[src/core/bcr_pkg.sv]
// Constants and types for the step-down converter control register bank.
// Assumes the register port is driven by the device's internal serial engine.
`default_nettype none
package bcr_pkg;
	// ==========================================================
	// Register map (byte addresses on the internal register port)
	localparam logic [7:0] ADDR_CONV1_SETTING_A     = 8'h10;
	localparam logic [7:0] ADDR_CONV1_SETTING_B     = 8'h11;
	localparam logic [7:0] ADDR_CONV1_STANDBY_VOLT  = 8'h12;
	localparam logic [7:0] ADDR_CONV2_SETTING_A     = 8'h13;
	localparam logic [7:0] ADDR_CONV2_SETTING_B     = 8'h14;

	// ==========================================================
	// Reset values
	localparam logic [7:0] RST_CONV1_SETTING_A    = 8'h10; // 1.24 V code
	localparam logic [7:0] RST_CONV1_SETTING_B    = 8'h16; // 180 deg, 15.36
	localparam logic [7:0] RST_CONV1_STANDBY_VOLT = 8'h10; // 1.24 V code
	localparam logic [7:0] RST_CONV2_SETTING_A    = 8'h0a; // 1.80 V code
	localparam logic [7:0] RST_CONV2_SETTING_B    = 8'h06; // 15.36

	// ==========================================================
	// Field positions, setting A
	localparam int A_ON_BIT      = 7;
	localparam int A_RIPPLE_BIT  = 6;
	localparam int A_LIGHT_BIT   = 5;
	localparam int VCODE_MSB     = 4;
	// Field positions, setting B
	localparam int B_SLEEP_BIT   = 6;
	localparam int B_DRAIN_BIT   = 5;
	localparam int B_PHASE_MSB   = 4;
	localparam int B_PHASE_LSB   = 3;
	localparam int B_RAMP_MSB    = 2;
	localparam logic [7:0] STANDBY_WR_MASK = 8'h1f;
	localparam logic [2:0] RAMP_IMMEDIATE  = 3'h7;

	// ==========================================================
	// Timing: one code step at the slowest ramp rate
	localparam int CLK_MHZ          = 20;
	localparam int STEP_UV          = 40000; // First converter code step
	localparam int RAMP_BASE_UV_US  = 240;   // 0.24 mV/us slowest rate
	localparam int RAMP_BASE_CYC    = STEP_UV * CLK_MHZ / RAMP_BASE_UV_US;
	localparam int PHASE_STEPS      = 4;

	// Per-converter control bundle
	typedef struct packed {
		logic       on;
		logic       ripple_hi;
		logic       fixed_freq_only;
		logic       pulse_skip_mode;
		logic       sleep;
		logic       drain;
		logic       ramping;
		logic [4:0] vcode;
	} bcr_buck_ctrl_s;
endpackage : bcr_pkg
`default_nettype wire

[src/core/bcr_regs.sv]
// Control register bank and ramp/phase logic for two step-down converters.
// Assumes a byte-wide register port from the internal serial engine, same clock.
`timescale 1ns/100ps
`default_nettype none

// Overview of operation
// RULE1 - First converter registers at 10h-12h, second from 13h.
// RULE2 - Each bit honours its access; both setting registers fully RW.
// RULE3 - Phase field delays second clock by 0, 90, 180 or 270 degrees.
// RULE4 - Phase field resets to code 10, a 180 degree delay.
// RULE5 - Ramp field doubles rate per code from 0.24 mV/us; 111 is immediate.
// RULE6 - First converter ramp field resets to 15.36 mV/us.
// RULE7 - Separate standby code sets first converter target in standby.
// RULE8 - Standby register bits 4-0 writable, 7-5 read zero; resets to 1.24 V.
// RULE9 - Light-load bit clear allows automatic fixed/pulse-skip switching.
// RULE10 - Ripple bit low saves comparator current; high cuts ripple.
// RULE11 - In standby the converter pulse-skips at its standby voltage; the second converter pulse-skips at its normal code.
// RULE12 - Target changes step the output at the selected rate, or one step.
// RULE13 - Bit 7 of setting A switches the converter on when set.
// RULE14 - Light-load bit forces fixed frequency; standby and drain bits act.
module bcr_regs
	import bcr_pkg::*;
#(
	parameter int PWM_DIV = 20
)(
	// Clock and reset
	input  wire logic            i_mclk,
	input  wire logic            i_srst,
	// Register port
	input  wire logic            i_wr_en,
	input  wire logic            i_rd_en,
	input  wire logic [7:0]      i_addr,
	input  wire logic [7:0]      i_wdata,
	output var  logic [7:0]      o_rdata,
	output var  logic            o_rd_valid,
	// Converter controls
	output var  bcr_buck_ctrl_s  o_first_buck,
	output var  bcr_buck_ctrl_s  o_second_buck,
	// Switching clock sync pulses
	output var  logic            o_first_sync,
	output var  logic            o_second_sync
);

	// ==========================================================
	// Register storage
	logic [7:0]      set_a_q [2];
	logic [7:0]      set_b_q [2];
	logic [4:0]      stby_q;
	logic [7:0]      rdata_q;
	logic            rd_valid_q;
	bcr_buck_ctrl_s  ctrl_q [2];
	logic [4:0]      cur_q [2];
	logic [11:0]     tmr_q [2];
	logic [4:0]      tgt [2];
	logic [2:0]      ramp [2];
	logic [11:0]     reload [2];

	// Host writes; unmapped addresses are ignored
	always_ff @(posedge i_mclk)
	begin
		if (i_srst)
		begin
			set_a_q[0] <= RST_CONV1_SETTING_A; // RULE4 RULE6
			set_b_q[0] <= RST_CONV1_SETTING_B; // RULE4 RULE6
			stby_q     <= RST_CONV1_STANDBY_VOLT[4:0]; // RULE8
			set_a_q[1] <= RST_CONV2_SETTING_A;
			set_b_q[1] <= RST_CONV2_SETTING_B;
		end
		else if (i_wr_en)
		begin
			case (i_addr) // RULE1 RULE2
				ADDR_CONV1_SETTING_A:    set_a_q[0] <= i_wdata;
				ADDR_CONV1_SETTING_B:    set_b_q[0] <= i_wdata;
				ADDR_CONV1_STANDBY_VOLT: stby_q <= i_wdata[4:0]; // RULE8
				ADDR_CONV2_SETTING_A:    set_a_q[1] <= i_wdata;
				ADDR_CONV2_SETTING_B:    set_b_q[1] <= i_wdata;
				default:                 ;
			endcase
		end
	end

	// Host reads, answered one cycle later; unmapped reads return zero
	always_ff @(posedge i_mclk)
	begin
		if (i_srst)
		begin
			rdata_q    <= 8'h00;
			rd_valid_q <= 1'b0;
		end
		else
		begin
			rd_valid_q <= i_rd_en;
			if (i_rd_en)
			begin
				case (i_addr) // RULE1 RULE2
					ADDR_CONV1_SETTING_A:    rdata_q <= set_a_q[0];
					ADDR_CONV1_SETTING_B:    rdata_q <= set_b_q[0];
					ADDR_CONV1_STANDBY_VOLT: rdata_q <= {3'h0, stby_q}; // RULE8
					ADDR_CONV2_SETTING_A:    rdata_q <= set_a_q[1];
					ADDR_CONV2_SETTING_B:    rdata_q <= set_b_q[1];
					default:                 rdata_q <= 8'h00;
				endcase
			end
		end
	end

	assign o_rdata    = rdata_q;
	assign o_rd_valid = rd_valid_q;

	// ==========================================================
	// Per-converter target, ramp and control outputs
	for (genvar g = 0; g < 2; g++)
	begin : g_conv
		logic sleep;
		assign sleep = set_b_q[g][B_SLEEP_BIT];
		// Only the first converter has a standby code register here
		assign tgt[g] = (g == 0 && sleep) ? stby_q // RULE7 RULE11
			: set_a_q[g][VCODE_MSB:0];
		assign ramp[g] = set_b_q[g][B_RAMP_MSB:0];
		// Slowest rate needs the full count; each code halves it
		assign reload[g] = 12'(RAMP_BASE_CYC >> ramp[g]) - 12'h001; // RULE5

		// Step one code at a time toward target; immediate rate jumps to it
		always_ff @(posedge i_mclk)
		begin
			if (i_srst)
			begin
				cur_q[g] <= (g == 0) ? RST_CONV1_SETTING_A[4:0]
					: RST_CONV2_SETTING_A[4:0];
				tmr_q[g] <= 12'h000;
			end
			else if (ramp[g] == RAMP_IMMEDIATE)
			begin
				cur_q[g] <= tgt[g]; // RULE5 RULE12
				tmr_q[g] <= 12'h000;
			end
			else if (cur_q[g] == tgt[g])
				tmr_q[g] <= reload[g]; // Restart interval on next change
			else if (tmr_q[g] == 12'h000 || tmr_q[g] > reload[g])
			begin
				// Faster rate chosen mid-ramp with count above its reload also steps at once
				cur_q[g] <= (cur_q[g] < tgt[g]) ? cur_q[g] + 5'h01
					: cur_q[g] - 5'h01; // RULE12
				tmr_q[g] <= reload[g];
			end
			else
				tmr_q[g] <= tmr_q[g] - 12'h001;
		end

		// Registered control bundle to the analog side
		always_ff @(posedge i_mclk)
		begin
			if (i_srst)
				ctrl_q[g] <= '0;
			else
			begin
				ctrl_q[g].on              <= set_a_q[g][A_ON_BIT]; // RULE13
				ctrl_q[g].ripple_hi       <= set_a_q[g][A_RIPPLE_BIT]; // RULE10
				// Standby overrides the forced fixed-frequency setting
				ctrl_q[g].fixed_freq_only <= set_a_q[g][A_LIGHT_BIT]
					& ~sleep; // RULE9 RULE14
				ctrl_q[g].pulse_skip_mode <= sleep; // RULE11
				ctrl_q[g].sleep           <= sleep; // RULE14
				ctrl_q[g].drain           <= set_b_q[g][B_DRAIN_BIT]; // RULE14
				ctrl_q[g].ramping         <= (cur_q[g] != tgt[g]);
				ctrl_q[g].vcode           <= cur_q[g]; // RULE12
			end
		end
	end

	assign o_first_buck  = ctrl_q[0];
	assign o_second_buck = ctrl_q[1];

	// ==========================================================
	// Switching clock phase: second sync lags first by phase quarters
	logic [15:0] ph_q;
	logic [15:0] ph_off;
	logic        sync1_q;
	logic        sync2_q;

	assign ph_off = 16'((32'(set_b_q[0][B_PHASE_MSB:B_PHASE_LSB]) * PWM_DIV)
		/ PHASE_STEPS); // RULE3

	always_ff @(posedge i_mclk)
	begin
		if (i_srst)
		begin
			ph_q    <= 16'h0000;
			sync1_q <= 1'b0;
			sync2_q <= 1'b0;
		end
		else
		begin
			ph_q    <= (ph_q == 16'(PWM_DIV - 1)) ? 16'h0000 : ph_q + 16'h0001;
			sync1_q <= (ph_q == 16'h0000);
			sync2_q <= (ph_q == ph_off); // RULE3
		end
	end

	assign o_first_sync  = sync1_q;
	assign o_second_sync = sync2_q;

endmodule : bcr_regs
`default_nettype wire

[config.mk]
export PLATFORM = sky130hd
export DESIGN_NAME = bcr_regs
export DESIGN_NICKNAME = d
export VERILOG_FILES = /design/src/core/bcr_pkg.sv /design/src/core/bcr_regs.sv
export SDC_FILE = /design/constraint.sdc
export NUM_CORES = 1
export LEC_CHECK = 0
export ABC_AREA = 1
export ABC_CLOCK_PERIOD_IN_PS = 3200
export BUFFER_PORTS_ARGS = -buffer_cell sky130_fd_sc_hd__buf_2
export CORE_MARGIN = 2
export CORE_UTILIZATION = 55
export DETAILED_ROUTE_END_ITERATION = 6
export PLACE_DENSITY = 0.77
export SLEW_MARGIN = 25
export SYNTH_ARGS = -nofsm -noshare
export SYNTH_HDL_FRONTEND = slang
export SYNTH_SLANG_ARGS = --single-unit
[constraint.sdc]
create_clock -name i_mclk -period 3.2 [get_ports i_mclk]
set_clock_uncertainty 0.15 [all_clocks]
set_input_delay 0.16 -clock i_mclk [delete_from_list [all_inputs] [get_ports i_mclk]]
set_output_delay 0.16 -clock i_mclk [all_outputs]
set_load 0.02 [all_outputs]
==> results of run 1 <==
==> metal layers <==
layer	track usage, %	vias to the layer above	routed length, um
met1	30.57	3229	7815
li1	-	3345	-
met2	45.13	285	9507
met5	0	-	0
met3	5.991	59	1242
met4	12.86	0	665
==> report_power, final <==
| group | switching (mW) | internal [mW] | leakage [nW] |
|---|---|---|---|
| sequential | 0.113 | 1.79 | 1.10 |
| clock | 0.676 | 1.14 | 0.284 |
| combinational | 0.917 | 0.685 | 3.15 |
| total | 1.71 | 3.62 | 4.53 |
==> layout by cell type, fill, tap and decap left out, drive strengths merged <==
cell type	n
o2111ai	1
nor4	3
o41ai	1
dlygate4sd3	9
o22ai	6
o21bai	2
buf	146
clkbuf	26
fa	2
a211oi	1
nand3	77
a221oi	5
o21ai	44
nand3b	3
nand2	190
nor2	101
a21boi	1
inv	132
o211ai	4
dfxtp	54
conb	24
mux2i	1
a31oi	8
edfxtp	66
xnor2	11
a21oi	34
nor4b	2
nand4	24
and2	1
diode	1
ha	54
nor3	20
or2	2
clkinv	6
nor3b	6
xor2	28
==> path summary, 6_finish.rpt <==
| kind | startpoint | end | slack, ps |
|---|---|---|---|
| worst min register to register | set_b_q[0][14] | ctrl_q[1][9] | 310 |
| worst min-delay path | i_wdata[6] | set_a_q[0][14] | 30 |
| worst max-delay path | set_b_q[0][8] | cur_q[1][2] | -200 |
| worst max register to register | set_b_q[0][8] | cur_q[1][2] | -200 |
==> critical path: stages, from the launching register on <==
cell and delay (ps):
edfxtp_1 440, buf_4 170, inv_2 80, ha_1 250, nand2_1 70, nand2_1 80, nor2_2 140, o21ai_2 70
nand4_1 100, xnor2_1 130, inv_1 110, ha_4 280, nand4_1 120, inv_1 130, buf_4 130, nand4_1 120
nand2_2 120, nand2_4 120, nand2_8 150, buf_6 120, o22ai_2 50
==> Yosys cell counts (5+ instances only) <==
master and n:
a21oi_1 34, a221oi_1 5, a31oi_1 8, clkbuf_1 12, dfxtp_1 54, edfxtp_1 66
ha_1 54, inv_1 127, nand2_1 171, nand2_2 10, nand2_4 7, nand3_1 50
nand3_2 27, nand4_1 23, nor2_1 93, nor3_1 20, nor3b_1 6, o21ai_0 33
o21ai_1 10, o22ai_1 6, xnor2_1 11, xor2_1 28
==> repair_timing <==
action | in CTS | in global routing
endpoints found under the hold margin | 33 | 0
cloned | 1 | 1
pin swaps | 28 | 6
hold buffers | 9 | 0
setup endpoints to repair | 43 | 44
buffers inserted | 21 | 1
resized for setup | 53 | 30
==> sequential cells by signal, summed over array words and instances, names as in the netlist <==
| register | cells |
|---|---|
| tmr_q | 24 |
| ctrl_q | 22 |
| ph_q | 16 |
| set_a_q | 16 |
| set_b_q | 16 |
| cur_q | 10 |
| o_rdata | 8 |
| stby_q | 5 |
| o_first_sync | 1 |
| o_rd_valid | 1 |
| o_second_sync | 1 |
==> logic make-up after synthesis <==
family	Yosys count	share of synthesized area, %
and+or+nand+nor	428	28.35
other	1	0.05009
DFF	120	40.92
AOI/OAI and AO/OA	107	8.056
muxes	1	0.1337
xor gates and xnor gates	39	4.563
adders and majority gates	56	9.560
buffers and inverters	153	8.374
==> cell type report <==
class                           instances  area (um2)  share of cell area, %
Tap cell                              176       220.2                  2.267
Inverter                              131       504.2                  5.192
Clock buffer                           26       531.8                  5.475
Clock inverter                          6       37.54                 0.3865
Timing Repair Buffer                  155        1094                  11.26
Timing Repair inverter                  1       6.256                0.06442
Antenna cell                            1       2.502                0.02577
Sequential cell                       120        3063                  31.54
Multi-Input combinational cell        656        4253                  43.79
==> per-stage QoR <==
stage               hold slack (ps)  cell area [um2]  cells  power [mW]  utilization (%)
detailed placement            284.5             8528   1206       3.265            64.40
CTS                           1.315             9552   1269       5.244            72.13
global route                  7.693             9709   1271       5.567            73.32
finish                        32.76             9712   1272       5.322            73.34
global placement              281.5             8528   1206       3.227            64.40
floorplan                     157.6             7635    928       2.872                -
==> impl_metrics.ini, run 1 <==
[route]
vias_per_cell = 5.439
wl_per_cell_um = 15.12
drt_wl_total_um = 19230
ant_nets = 0
first_pass_iters = 5
drc = 0
via_count = 6918
drt_iter0_markers = 528

[grt]
grt_pass1_vias = 6612
grt_use_total_pct = 26.18
antenna_found_initial = 1
grt.overflow.total = 0
grt_max_degree = 37
grt_pass1_wl_um = 30210

[synthesis]
async_flop_share_pct = 0
yosysWarnings = 0
syn-cell-area_mm2 = 0.007486
synth_seq_area_share_pct = 40.92
synth_top_cell_area_share_pct = 26.48
yosysTopAreaCell = edfxtp_1
synth_area_leaders = edfxtp_1 (26%), dfxtp_1 (14%), ha_1 (9.0%), nand2_1 (8.6%), inv_1 (6.4%)
syn_inst = 905
synth.avg_cell_area_um2 = 8.272
ys_seq_elements = 120
ys.flop_type = edfxtp_1
synth_edf_count = 66
synth.distinct_cells = 47

[sta]
maxSlewHeadroom_pct = 53.29
fin_crit_ps = 3400
tightest_slew_ps = 700.7
setup_violations = 44
hold_viol = 0
rsz0062_at_grt = yes
post-route-period-util_pct = 106.2
fin_ws_ps = -199.6
finalMaxSlewViolations = 0
setup_tns_ps = -4890
max_freq_mhz = 294.2

[floorplan]
die_w_um = 120.7
start_util_pct = 56.53
core_mm2 = 0.01324
die_y_um = 120.7
placement_rows = 42
die_area_mm2 = 0.01456
ios = 55

[status]
violations = setup timing
status = complete, but fails checks

[critical_path]
cp.required_ps = 3210
end_kind = register
r2r_cells = 20
path_max_fanout = 6
start_kind = register
crit_arrival_ps = 3410
crit_type = register to register

[finish]
finalNetCount = 1158
fillerInstances = 899
area_delta_synth_final_pct = 29.73
layout-drive-gt1-share_pct = 27.40

[flow_run]
drv_cap = 0

[clock_tree]
clk_latency_ps = 420
cts-htree-levels = 4
clockRootBuffer = clkbuf_16
cts.sinks = 120
cts_tree = built
clkSlewWorstSetupHoldPaths_ps = 50
cts_buffers = 17
cts_buffer_depth = 2

[placed_design]
portBuffers = 54
place_congestion = 0.8892
place_ws_ps = -161.9
dpl.hpwl_um = 13150

[min_path]
holdPathStages = 3
hp-class = input port to register

[power_and_ir_drop]
power_density_mw_per_mm2 = 548.0
peakVddDrop_mv = 0.4474
total_leakage_power_nw = 4.532
(Power assumes the default switching activity.)
==> run 2: changes to the inputs <==
--- a/config.mk
+++ b/config.mk
@@ -8,10 +8,9 @@
 export ABC_AREA = 1
 export ABC_CLOCK_PERIOD_IN_PS = 3200
 export BUFFER_PORTS_ARGS = -buffer_cell sky130_fd_sc_hd__buf_2
-export CORE_MARGIN = 2
-export CORE_UTILIZATION = 55
+export CORE_MARGIN = 8
+export CORE_UTILIZATION = 25
 export DETAILED_ROUTE_END_ITERATION = 6
-export PLACE_DENSITY = 0.77
 export SLEW_MARGIN = 25
 export SYNTH_ARGS = -nofsm -noshare
 export SYNTH_HDL_FRONTEND = slang
==> run 2 against run 1 <==
  * The run still ends with setup timing left
  * Critical path depth unchanged
  * Maximum frequency increased by 2.9%
  * Global-route usage decreased by 15 points
  * Via count decreased by 6.4%
  * Sequential power about the same
  * Non-clock buffer count decreased by 14
  * Final cell count increased by 16%
  * Wire length increased by 0.79%
  * Largest cell class unchanged
==> impl_metrics.ini, run 2 (synthesized netlist as in run 1, its figures left out) <==
[status]
status = complete, but fails checks
violations = setup timing

[sta]
max_freq_mhz = 302.7
fin_crit_ps = 3304
tightest_slew_ps = 689.6
post-route-period-util_pct = 103.2
setup_tns_ps = -1727
rsz0062_at_grt = yes
finalMaxSlewViolations = 0
fin_ws_ps = -103.7
holdWs_ps = 86.83
hold_viol = 0
maxSlewHeadroom_pct = 53.86
setup_violations = 38

[grt]
grt_max_degree = 30
grt_use_total_pct = 10.99
antenna_found_initial = 1
grt_pass1_wl_um = 31970
grt.overflow.total = 0
grt_pass1_vias = 6431

[placed_design]
place_congestion = 0.8277
dp_cells = 1416
place_ws_ps = -139.4
portBuffers = 54
dpl.hpwl_um = 14550

[critical_path]
r2r_cells = 20
end_kind = register
start_kind = register
crit_path_max_incr_delay_ps = 510
crit_chain = inv_4, ha_4, inv_2, nand2_2, nand2_2, nand2_2, a21oi_2, nand3_2, or2_4, xor2_2, inv_1, ha_4, nand3_4, nor2_4, nand4_2, nand2_4, nand2_8, buf_12, nand3_2, nand3_2
path_max_fanout = 7
cp.required_ps = 3230
crit_arrival_ps = 3330
crit_type = register to register
crit_path_top_delay_cell = edfxtp_1

[route]
drt_iter0_markers = 391
ant_nets = 0
drc = 0
via_count = 6473
first_pass_iters = 4
vias_per_cell = 4.400
wl_per_cell_um = 13.18
drt_wl_total_um = 19380

[min_path]
holdPathStages = 5
hp-class = input port to register

[power_and_ir_drop]
pwr-share-clk_pct = 36.0
power_density_mw_per_mm2 = 539.0
peakVddDrop_mv = 0.3793
total_leakage_power_nw = 4.475
share_seq_of_total_power_pct = 35.8
power.switching_mw = 1.861
p_comb_share_pct = 28.2
internal-power_mw = 3.463
sw_frac_of_total_pct = 34.96
totalPowerFinal_mw = 5.324

[floorplan]
die_y_um = 189.0
core_mm2 = 0.02956
ios = 55
start_util_pct = 25.32
die_w_um = 189.0
placement_rows = 63
die_area_mm2 = 0.03574

[clock_tree]
clkSlewWorstSetupHoldPaths_ps = 60
cts_buffer_depth = 2
clockRootBuffer = clkbuf_16
clk_latency_ps = 430
cts_tree = built
cts-htree-levels = 4
cts_buffers = 17
cts.sinks = 120

[finish]
layout-drive-gt1-share_pct = 26.27
largest_reg_flops = 24
diodes = 0
finalNetCount = 1144
fin_cells = 1471
regMostFlops = tmr_q
area_delta_synth_final_pct = 31.96
layout_common_cells = nand2_1 (159), inv_1 (119), nor2_1 (92), buf_4 (68), edfxtp_1 (66)
layout_commonest_cell = nand2_1
biggestRegsByFlops = tmr_q: 24 flops, ctrl_q: 22 flops

[flow_run]
drv_cap = 0
-- run 2: per-layer routing --
layer	GRT usage, %	share of wire (%)
met4	3.428	1.7
met3	2.649	4.1
met5	0	0.041
met1	13.33	45
met2	18.93	49
-- run 2: path summary, 6_finish.rpt --
| path | slack [ps] | to | startpoint |
|---|---|---|---|
| worst max-delay path | -100 | tmr_q[0][9] | set_b_q[0][0] |
| worst max register to register | -100 | tmr_q[0][9] | set_b_q[0][0] |
| worst min-delay path | 90 | o_rdata[2] | i_addr[1] |
| worst min register to register | 300 | ctrl_q[1][9] | set_b_q[0][14] |
-- run 2: critical path: cells and delay by family, from the launching register on --
kind / cells / cell delay, ps
adders and majority gates: 2 / 460
AOI/OAI and AO/OA: 1 / 140
buffers and inverters: 4 / 400
xor gates and xnor gates: 1 / 140
and+or+nand+nor: 12 / 1220
DFF: 1 / 510
-- run 2: repair_timing --
action | 4_1_cts | 5_1_grt
buffers inserted | 5 | 4
setup endpoints to repair | 43 | 44
gates resized for setup | 37 | 41
endpoints found under the hold margin | 49 | 0
cloned | 1 | 1
hold buffers | 12 | 0
pin swaps | 22 | 18
-- run 2: layout make-up --
cell class              instances  area [um2]
fillers                      3066       19680
multi-input cells             656        4249
flip-flops and latches        120        3063
repair buffers                141       988.4
inverters                     131       504.2
well taps                     390       488.0
clock buffers                  17       425.4
clock inverters                15       151.4
repair inverters                1       8.758
-- run 2: metrics by stage --
| step | utilization, % | area [um2] |
|---|---|---|
| floorplan | - | 7635 |
| global placement | 29.70 | 8778 |
| detailed placement | 29.70 | 8778 |
| CTS | 32.69 | 9663 |
| global route | 33.42 | 9878 |
| finish | 33.42 | 9878 |
-- run 2: power groups by stage --
stage	combinational, mW	sequential (mW)	clock (mW)
final	1.50	1.90	1.92
after global routing	1.68	1.93	2.01
after CTS	1.43	1.91	1.96
after detailed placement	1.33	1.94	0
after global placement	1.31	1.94	0
after floorplan	0.929	1.94	0
==> run 3: changes to the inputs <==
--- a/config.mk
+++ b/config.mk
@@ -7,7 +7,7 @@
 export LEC_CHECK = 0
 export ABC_AREA = 1
 export ABC_CLOCK_PERIOD_IN_PS = 3200
-export BUFFER_PORTS_ARGS = -buffer_cell sky130_fd_sc_hd__buf_2
+export BUFFER_PORTS_ARGS = -buffer_cell sky130_fd_sc_hd__buf_4
 export CORE_MARGIN = 8
 export CORE_UTILIZATION = 25
 export DETAILED_ROUTE_END_ITERATION = 6
==> run 3 against run 2 <==
  * The run still ends with setup timing left
  * Clock-buffer cell count unchanged
  * Non-clock buffer count is 4 lower
  * Via count is 0.82% lower
  * Register-to-register slack about the same
  * Power down 0.40%
  * Sequential share of layout area is 0.10 points lower
  * Utilization rose by 0.11 points
  * Die area unchanged
  * Combinational power is essentially flat
  * Hold slack worse by 69 ps
  * First-iteration DRC count fell by 0.51%
==> impl_metrics.ini, run 3 (synthesized netlist as in run 1, its figures left out) <==
[min_path]
min_to = ctrl_q[1][0]
holdPathStages = 2
hp-class = input port to register
hold_start = i_srst

[finish]
layout_commonest_cell = nand2_1
diodes = 0
largest_reg_flops = 24
regMostFlops = tmr_q
utilization_pct = 33.53
layout-drive-gt1-share_pct = 25.67
layout_common_cells = nand2_1 (162), inv_1 (119), buf_4 (118), nor2_1 (91), edfxtp_1 (66)
area_delta_synth_final_pct = 32.39
biggestRegsByFlops = tmr_q: 24 flops, ctrl_q: 22 flops
finalNetCount = 1138

[critical_path]
reg2reg_slack_ps = -120
crit_arrival_ps = 3330
crit_type = register to register
timing.rr.start = set_b_q[0][8]
cpLargestDelayFamily = simple AND/OR/NAND/NOR gates
start_kind = register
r2r-end = cur_q[1][3]
cp.required_ps = 3220
end_kind = register
crit_chain = ha_2, nand2_2, inv_2, a21oi_4, ha_2, inv_2, o21ai_2, nand4_1, xnor2_1, inv_1, ha_4, nand4_1, inv_2, nand3_2, nor3_2, nor2_1, nand2_1, nand2_2, nand2_4, nand2_8, o21ai_2, o21ai_1
crit_path_top_delay_cell = edfxtp_1
crit_path_max_incr_delay_ps = 450
crit_top_cell = inv_2
r2r_cells = 22
path_max_fanout = 7
critPathBufInv = 4

[sta]
hold_viol = 0
fin_crit_ps = 3315
post-route-period-util_pct = 103.6
holdWs_ps = 17.79
finalMaxSlewViolations = 0
max_freq_mhz = 301.6
setup_violations = 43
tightest_slew_ps = 676.3
rsz0062_at_grt = yes
fin_ws_ps = -115.1
maxSlewHeadroom_pct = 54.42

[route]
wl_per_cell_um = 13.07
first_pass_iters = 5
vias_per_cell = 4.382
ant_nets = 0
drc = 0
drt_wl_total_um = 19140
via_count = 6420
drt_iter0_markers = 389

[floorplan]
core_mm2 = 0.02956
die_y_um = 189.0
ios = 55
start_util_pct = 25.32
die_area_mm2 = 0.03574
die_w_um = 189.0
placement_rows = 63

[grt]
antenna_found_initial = 0
grt_max_degree = 37
grt.overflow.total = 0
grt_pass1_vias = 6363
grt_pass1_wl_um = 31400
grt_use_total_pct = 10.78

[clock_tree]
clk_latency_ps = 420
cts-htree-levels = 4
clockRootBuffer = clkbuf_16
cts_tree = built
cts_buffers = 17
cts_buffer_depth = 2
cts.sinks = 120
clkSlewWorstSetupHoldPaths_ps = 70

[placed_design]
portBuffers = 54
dpl.hpwl_um = 14520
place_congestion = 0.8200

[status]
status = complete, but fails checks
violations = setup timing

[power_and_ir_drop]
power_density_mw_per_mm2 = 535.1
peakVddDrop_mv = 0.4103
total_leakage_power_nw = 4.456

[flow_run]
drv_cap = 0
-- run 3: what timing repair did --
| action | 4_1_cts | 5_1_grt |
|---|---|---|
| setup buffers | 8 | 3 |
| endpoints found under the hold margin | 40 | 0 |
| endpoints found under the setup margin | 42 | 44 |
| gates resized for setup | 45 | 24 |
| gates cloned | 0 | 0 |
| hold buffers | 10 | 0 |
| pin swaps | 21 | 13 |
-- run 3: layer usage --
metal  up-vias  routed length, um  global-route usage (%)
li1       3306                  -                       -
met1      3001               8603                   13.07
met2        97               9694                   18.98
met3        16                660                   2.447
met4         0                185                   2.676
met5         -                  0                       0
-- run 3: area by class of cell --
class	count	area, um2
Tap cell	390	488.0
Sequential cell	120	3063
Multi-Input combinational cell	655	4192
Timing Repair Buffer	137	1096
Inverter	131	499.2
Clock inverter	15	147.6
Clock buffer	17	425.4
Fill cell	3041	19650
-- run 3: worst register-to-register path, cell delays in order, from the launching register on --
cell and delay [ps]:
edfxtp_1 450, ha_2 210, nand2_2 70, inv_2 50
a21oi_4 120, ha_2 200, inv_2 40, o21ai_2 90
nand4_1 110, xnor2_1 160, inv_1 110, ha_4 270
nand4_1 80, inv_2 80, nand3_2 60, nor3_2 180
nor2_1 80, nand2_1 80, nand2_2 90, nand2_4 130
nand2_8 100, o21ai_2 70, o21ai_1 70
-- run 3: power breakdown --
| group | total, mW | leakage, nW | switching (mW) | internal (mW) |
|---|---|---|---|---|
| Clock | 1.88 | 0.282 | 0.844 | 1.04 |
| Combinational | 1.51 | 3.08 | 0.857 | 0.658 |
| Sequential | 1.91 | 1.10 | 0.117 | 1.79 |
| Total | 5.30 | 4.46 | 1.82 | 3.49 |
-- run 3: worst max-delay path by stage --
stage | startpoint | to | slack (ps) | depth (start not counted)
after floorplan | set_b_q[0][0] | cur_q[0][0] | -50 | 20
after global placement | set_b_q[0][1] | cur_q[0][2] | -50 | 20
after detailed placement | set_b_q[0][0] | tmr_q[0][11] | -140 | 21
after CTS | set_b_q[0][1] | tmr_q[0][0] | -50 | 20
after global routing | set_b_q[0][9] | cur_q[1][1] | -320 | 22
final | set_b_q[0][8] | cur_q[1][3] | -120 | 22
-- run 3: through the flow --
step | area (um2) | total power [mW] | std cells | TNS (ps) | setup slack, ps
after detailed placement | 8884 | 3.298 | 1412 | -3305 | -136.6
after global placement | 8884 | 3.270 | 1412 | -975.0 | -50.93
after CTS | 9774 | 5.273 | 1462 | -778.4 | -49.35
after floorplan | 7635 | 2.872 | 928 | -482.6 | -45.32
final | 9911 | 5.303 | 1465 | -3046 | -115.1
after global routing | 9911 | 5.619 | 1465 | -11460 | -317.8
